===== src/rtl/sss_defs.vh =====
`ifndef SSS_DEFS_VH
`define SSS_DEFS_VH
// number of shift stages
`define SSS_STAGES 8
// depth of the fifo in the serial data path
`define SSS_FIFO_DEPTH 16
// reset value of the shift, storage and parallel output registers
`define SSS_RST_BYTE 8'h00
// early serial output taps the last stage
`define SSS_LAST_STAGE 7
`endif


===== src/rtl/sss_fifo.v =====
`timescale 1ns/1ps
`default_nettype none
module sss_fifo #(
	parameter WIDTH = 1,
	parameter DEPTH = 16,
	parameter AW    = 4
) (
	input  wire             clk,
	input  wire             srst,
	input  wire [WIDTH-1:0] in_data,
	input  wire             in_valid,
	output wire             in_ready,
	output reg  [WIDTH-1:0] out_data,
	output reg              out_valid,
	input  wire             out_ready
);
	reg  [WIDTH-1:0] mem [0:DEPTH-1];
	reg  [AW-1:0]    wr_ptr_reg;
	reg  [AW-1:0]    rd_ptr_reg;
	reg  [AW:0]      count_reg;
	wire             push;
	wire             pop;
	wire             store_empty;

	// the output register counts as one extra slot
	assign store_empty = (count_reg == {(AW+1){1'b0}});
	assign in_ready = (count_reg != DEPTH[AW:0]);
	assign push = in_valid & in_ready;
	assign pop = (~out_valid | out_ready) & ~store_empty;

	// storage array write
	always @(posedge clk) begin
		if (push) begin
			mem[wr_ptr_reg] <= in_data;
		end
	end

	// pointers, count and registered read port
	always @(posedge clk) begin
		if (srst) begin
			wr_ptr_reg <= {AW{1'b0}};
			rd_ptr_reg <= {AW{1'b0}};
			count_reg  <= {(AW+1){1'b0}};
			out_valid  <= 1'b0;
			out_data   <= {WIDTH{1'b0}};
		end else begin
			if (push) begin
				wr_ptr_reg <= wr_ptr_reg + 1'b1;
			end
			if (pop) begin
				rd_ptr_reg <= rd_ptr_reg + 1'b1;
				out_data   <= mem[rd_ptr_reg];
				out_valid  <= 1'b1;
			end else if (out_ready) begin
				out_valid <= 1'b0;
			end
			if (push & ~pop) begin
				count_reg <= count_reg + 1'b1;
			end else if (pop & ~push) begin
				count_reg <= count_reg - 1'b1;
			end
		end
	end
endmodule // sss_fifo
`default_nettype wire


===== src/rtl/sss_top.v =====
`timescale 1ns/1ps
`default_nettype none
`include "sss_defs.vh"
module sss_top #(
	parameter STAGES = `SSS_STAGES,
	parameter DEPTH  = `SSS_FIFO_DEPTH
) (
	input  wire              ref_clk,
	input  wire              srst,
	input  wire              serial_in,
	input  wire              serial_in_valid,
	output wire              serial_in_ready,
	input  wire              shift_clock,
	input  wire              latch_gate,
	input  wire              output_enable,
	output reg  [STAGES-1:0] parallel_out,
	output reg  [STAGES-1:0] parallel_out_oe_n,
	output reg               early_serial_out,
	output reg               late_serial_out,
	output reg               bit_dropped
);
	reg  [STAGES-1:0] shift_reg;
	reg  [STAGES-1:0] shift_next;
	reg  [STAGES-1:0] store_reg;
	reg  [STAGES-1:0] store_next;
	reg               clk_d_reg;
	wire              rise;
	wire              fall;
	wire              fifo_bit;
	wire              fifo_valid;
	wire              fifo_ready;

	// edge detection of the sampled shift clock
	assign rise = shift_clock & ~clk_d_reg;
	assign fall = ~shift_clock & clk_d_reg;
	// a bit leaves the fifo on each rising shift edge while the fifo holds one
	assign fifo_ready = rise;

	// serial data waits here until a rising edge consumes it
	sss_fifo #(
		.WIDTH (1),
		.DEPTH (DEPTH),
		.AW    (4)
	) u_fifo (
		.clk       (ref_clk),
		.srst      (srst),
		.in_data   (serial_in),
		.in_valid  (serial_in_valid),
		.in_ready  (serial_in_ready),
		.out_data  (fifo_bit),
		.out_valid (fifo_valid),
		.out_ready (fifo_ready)
	);

	// next shift and storage contents
	always @* begin
		shift_next = shift_reg;
		if (rise) begin
			shift_next = {shift_reg[STAGES-2:0], fifo_bit};
		end
		store_next = store_reg;
		if (latch_gate) begin
			store_next = shift_next;
		end
	end

	// shift chain, storage latch and serial outputs
	always @(posedge ref_clk) begin
		if (srst) begin
			clk_d_reg        <= 1'b0;
			shift_reg        <= `SSS_RST_BYTE;
			store_reg        <= `SSS_RST_BYTE;
			early_serial_out <= 1'b0;
			late_serial_out  <= 1'b0;
			bit_dropped      <= 1'b0;
		end else begin
			clk_d_reg <= shift_clock;
			shift_reg <= shift_next;
			store_reg <= store_next;
			bit_dropped <= rise & ~fifo_valid; // empty fifo shifts its held out_data again
			if (rise) begin
				early_serial_out <= shift_next[`SSS_LAST_STAGE];
			end
			if (fall) begin
				late_serial_out <= shift_reg[`SSS_LAST_STAGE];
			end
		end
	end

	// parallel drivers; enable is active low at the port
	always @(posedge ref_clk) begin
		if (srst) begin
			parallel_out      <= `SSS_RST_BYTE;
			parallel_out_oe_n <= {STAGES{1'b1}};
		end else begin
			parallel_out      <= store_next;
			parallel_out_oe_n <= {STAGES{~output_enable}};
		end
	end
endmodule // sss_top
`default_nettype wire


===== config.mk =====
export PLATFORM = sky130hd
export DESIGN_NAME = sss_top
export DESIGN_NICKNAME = d
export VERILOG_FILES = /design/src/rtl/sss_fifo.v /design/src/rtl/sss_top.v
export VERILOG_INCLUDE_DIRS = /design/src /design/src/rtl
export SDC_FILE = /design/constraint.sdc
export NUM_CORES = 1
export LEC_CHECK = 0
export BUFFER_PORTS_ARGS = -buffer_cell sky130_fd_sc_hd__buf_4
export CAP_MARGIN = 20
export CELL_PAD_IN_SITES_DETAIL_PLACEMENT = 0
export CELL_PAD_IN_SITES_GLOBAL_PLACEMENT = 1
export CORE_AREA = 2 2 75 77
export DETAILED_ROUTE_END_ITERATION = 10
export DIE_AREA = 0 0 77 79
export PLACE_DENSITY_LB_ADDON = 0.25
export SYNTH_ARGS = -nofsm -noshare
export SYNTH_HDL_FRONTEND = slang
export SYNTH_SLANG_ARGS = --single-unit

===== constraint.sdc =====
create_clock -name ref_clk -period 3.9 [get_ports ref_clk]
set_input_delay 0 -clock ref_clk [delete_from_list [all_inputs] [get_ports ref_clk]]
set_output_delay 0 -clock ref_clk [all_outputs]
set_load 0.005 [all_outputs]

# [Yosys cells after proc, flatten, opt, wreduce, memory -nomap -nowiden]
# Memory sizes are Yosys's and may differ from the RTL's. A register that Yosys moved wholly into a read port is not among the register bits.
# Index checks and enable logic that the tools add are counted.
[totals] regBits=35 ramBits=16 inputBits=7 output_inout_bits=20 word_cells=42 memories=1
[mem_list] memory="u_fifo.mem" words=16 width=1 read_ports=1 rd_clocked_by_memory_dff=1 write_ports=1 line_no="sss_fifo.v:17" text="reg [WIDTH-1:0] mem [0:DEPTH-1];"
[classes] n_addsub=4 eq_ne=1 n_mux=7 bitwise=15 n_reduce_logical=3
[ops] cell="$mux W5" n=2
[ops] cell="$add A4 B1 Y4 const B" n=2
[ops] cell="$mux W8" n=1
[ops] cell="$and A1 B1 Y1" n=7
[ops] cell="$not A1 Y1" n=7
[ops] cell="$add A5 B1 Y5 const B" n=1
[ops] cell="$logic_not A5 Y1" n=1
[ops] cell="$ne A5 B5 Y1 const B" n=1
[ops] cell="$sub A5 B1 Y5 const B" n=1
[ops] cell="$mux W1" n=4
[ops] cell="$reduce_bool A2 Y1" n=2
[ops] cell="$or A1 B1 Y1" n=1

# [Longest topological paths before layout]
[depth] word_depth=7 mapped_depth=10 ltp_nobuf=9

# [Modules after synthesis]
# From an unflattened synthesis, not the netlist that was laid out.
[hier_totals] cells_unflattened=218 hier_area_um2=2309.7
[by_module_without_submodules] module="sss_fifo" n_inst=1 cells_per_inst=144 area_each_um2=1526.5 seq_area_each_um2=780.7
[by_module_without_submodules] module="sss_top" n_inst=1 cells_per_inst=74 area_each_um2=783.3 seq_area_each_um2=420.4

# [Least setup slack after synthesis]
# Ideal clock, no wire load.
[synth_timing] path_kind="flip-flop to flip-flop" start="reg u_fifo.count_reg[0]" end="reg u_fifo.count_reg[4]" setup_time_ps=121 arrival_time_ps=2615 t_required_ps=3779 setup_slack_ps=1164 path_stages_with_launch=11 n_path_buf=1 period_less_slack_ps=2736 path_cell_list="dfxtp_1 nor4_2 a22o_1 buf_6 ha_1 inv_1 fa_1 a21o_1 a21oi_1 mux2i_1 mux2_2"
[synth_between] elab_chain_len=6 elab_cells_between_ends=14 classes_between="2 x add/sub; 1 x eq/ne; 2 x mux; 7 x bitwise; 2 x reduce/logical"
[synth_rtl] element="from (decl)" line_no="sss_fifo.v:20" text="reg [AW:0] count_reg;"
[synth_rtl] element="from (signal assigned)" line_no="sss_fifo.v:43" text="count_reg <= {(AW+1){1'b0}};"
[synth_rtl] element="from (signal assigned)" line_no="sss_fifo.v:58" text="count_reg <= count_reg + 1'b1;"
[synth_rtl] element="from (signal assigned)" line_no="sss_fifo.v:60" text="count_reg <= count_reg - 1'b1;"
[synth_rtl] element="branches (longest 6 deep; another with $sub A5 B1 Y5)"
# Parallel ways; which one is timed is not known. The select of a mux whose other input is x is not followed.
# A chain may end at the register's enable or synchronous reset.

# [Worst setup path after layout]
# Same ends and word-level chain as after synthesis.

==> results.json <==
{
  "drive_gt1_share_pct": 18.53,
  "setup.worst_path.end_class": "flip-flop",
  "cp_slowest_cell": "nor4_2",
  "cts_buffer_depth": 2,
  "syn_area_per_cell_um2": 10.72,
  "total_power_mw": 1.378,
  "num_antenna_cells": 0,
  "drc": 0,
  "hold-path-cell-count": 4,
  "vias_per_cell": 4.839,
  "fp.dieH_um": 79,
  "synth.area.top_cells": "dfxtp_1 (31%), edfxtp_1 (21%), nor2_1 (7.0%), mux2i_1 (7.0%), ha_1 (4.9%)",
  "ios": 27,
  "hold_violations": 0,
  "fmax_mhz": 324.3,
  "wirelength_mm": 3.839,
  "startpoint_type": "flip-flop",
  "p_leak_nw": 1.002,
  "antenna_found_initial": 0,
  "sequentialPowerShare_pct": 48.8,
  "start_util_pct": 42.97,
  "synth_edf_count": 16,
  "netlist_instances": 214,
  "swShare_pct": 32.22,
  "tritoncts.num_buffers": 5,
  "fp.dieW_um": 77,
  "clk_latency_ns": 0.30,
  "fin_nets": 248,
  "cts.htree.levels": 2,
  "dr.pass1.iters": 4,
  "netlist_area_um2": 2293,
  "fin_hold_ws_ns": 0.07571,
  "worstPathCellList": "nor4_2 > a22o_1 > ha_1 > inv_1 > fa_1 > a21o_1 > a21oi_1 > mux2i_1 > mux2_2",
  "synthToLayoutAreaGrowth_pct": 13.20,
  "power-per-cell-area_nw_per_um2": 530.8,
  "tritoncts": "done",
  "cp.depth": 9,
  "ff2ff_path_depth": 9,
  "place_congestion": 0.7432,
  "grt_max_degree": 41,
  "overflow": 0,
  "ys_ff_latch": 52,
  "largest_reg_flops": 16,
  "wl_per_cell_um": 12.63,
  "clk_pin_slew_ns": 0.10,
  "power.switching_uw": 444.0,
  "cp.required_ns": 4.11,
  "slowest_delay_ns": 0.50,
  "grt_first_pass_wirelength_mm": 6.713,
  "post_cts_buffers": 0,
  "status": "complete, no violations",
  "synth.largest_area_cell": "dfxtp_1",
  "min_period_over_period_pct": 79.07,
  "ys.warnings.count": 0,
  "ys.flop_type": "dfxtp_1",
  "ant_nets": 0,
  "setup_viol": 0,
  "max_cap_violations": 0,
  "port_buffers": 26,
  "grt_use_total_pct": 13.87,
  "clock_power_share_pct": 22.4,
  "cts_root_buf": "clkbuf_8",
  "path_max_fanout": 10,
  "post-route-min-period_ns": 3.084,
  "core_area_um2": 5338,
  "yosysUniqueCellTypes": 39,
  "vdd_ir_drop_max_uv": 378.0,
  "min-delay-path-class": "input port to flip-flop",
  "arrival_ns": 3.29,
  "internal_power_uw": 934.1,
  "slew_headroom_pct": 42.57,
  "dp_hpwl_mm": 2.642,
  "dieArea_um2": 6083,
  "path_buf_inv": 1,
  "critPathTopFamily": "compound AO/OA/AOI/OAI gates",
  "seq_area_frac_synth_pct": 52.37,
  "first_iter_violations": 77,
  "fin_skew_ns": 0.01054,
  "rsz0062_at_grt": "no",
  "worst_pin_slew_ns": 0.8597,
  "synth_nets": 231,
  "synth_top_area_share_pct": 31.42,
  "setup_tns_ns": 0,
  "synthTopCellsByCount": "nor2_1 (43), dfxtp_1 (36), edfxtp_1 (16), mux2i_1 (16), clkbuf_1 (10)",
  "criticalPathCategory": "flip-flop to flip-flop",
  "cts.sinks": 52,
  "slew_violations": 0,
  "num_vias": 1471,
  "comb_power_share_pct": 28.9,
  "grt_pass1_vias": 1463,
  "synth.most_common_cell": "nor2_1",
  "num_rows": 27,
  "async_flop_share_pct": 0
}
[timing repair]
| item | in CTS | in global routing |
|---|---|---|
| resized for setup | 0 | 0 |
| hold buffers | 4 | 0 |
| endpoints found under the hold margin | 10 | 0 |
[final cells by class]
cell class	count	area (um^2)
Sequential cell	52	1201
Tap cell	72	90.09
Inverter	5	18.77
Timing Repair Buffer	30	235.2
Fill cell	523	2741
Clock buffer	5	68.82
Multi-Input combinational cell	137	959.7
Clock inverter	3	22.52
[metrics by stage]
| step | cell area [um^2] | cells | setup slack, ns | utilization (%) |
|---|---|---|---|---|
| global placement | 2465 | 292 | 0.8932 | 46.18 |
| floorplan | 2293 | 214 | 1.164 | - |
| CTS | 2596 | 304 | 0.7680 | 48.64 |
| detailed placement | 2465 | 292 | 0.7841 | 46.18 |
| finish | 2596 | 304 | 0.8165 | 48.64 |
| global route | 2596 | 304 | 0.5462 | 48.64 |
[worst paths after layout]
path                            start              endpoint  slack [ns]
setup reg to reg  u_fifo.count_reg[0]   u_fifo.count_reg[4]        0.82
setup / recovery  u_fifo.count_reg[0]   u_fifo.count_reg[4]        0.82
hold reg to reg      early_serial_out      early_serial_out        0.47
hold / removal        serial_in_valid  u_fifo.wr_ptr_reg[3]        0.08
[kinds of logic after synthesis]
logic type	synth area share [%]
AND/OR/NAND/NOR	14.78
buffers and inverters	5.783
adder cells (fa/ha/maj)	5.783
XOR/XNOR	2.673
AO/OA/AOI/OAI	8.184
flip-flops	52.37
multiplexers	10.42
[worst register-to-register path: stages (launching register included)]
cell and delay [ns]:
dfxtp_1 0.38, nor4_2 0.50, a22o_1 0.42, ha_1 0.23, inv_1 0.11, fa_1 0.42
a21o_1 0.20, a21oi_1 0.18, mux2i_1 0.21, mux2_2 0.34
[cells in the final DEF (no fill, tap or decap), types with 6 or more instances in the layout]
master     n
a211oi_1   8
nand2_1    8
nor2_1    43
a21oi_1    6
ha_1       9
buf_4     26
mux2i_1   16
edfxtp_1  16
dfxtp_1   36
[layer usage]
metal  track usage (%)  wire length (um)
met1             18.70              1946
met2             22.19              1719
met3             3.068               127
met4             4.821                45
met5                 0                 0
[power by group through the flow]
stage                     Clock [mW]  Combinational [mW]  Sequential, mW
after floorplan                    0               0.351           0.663
after global placement             0               0.401           0.684
after detailed placement           0               0.400           0.685
after CTS                      0.322               0.406           0.673
after global routing           0.341               0.464           0.682
final                          0.308               0.398           0.672
(Power assumes the default switching activity.)
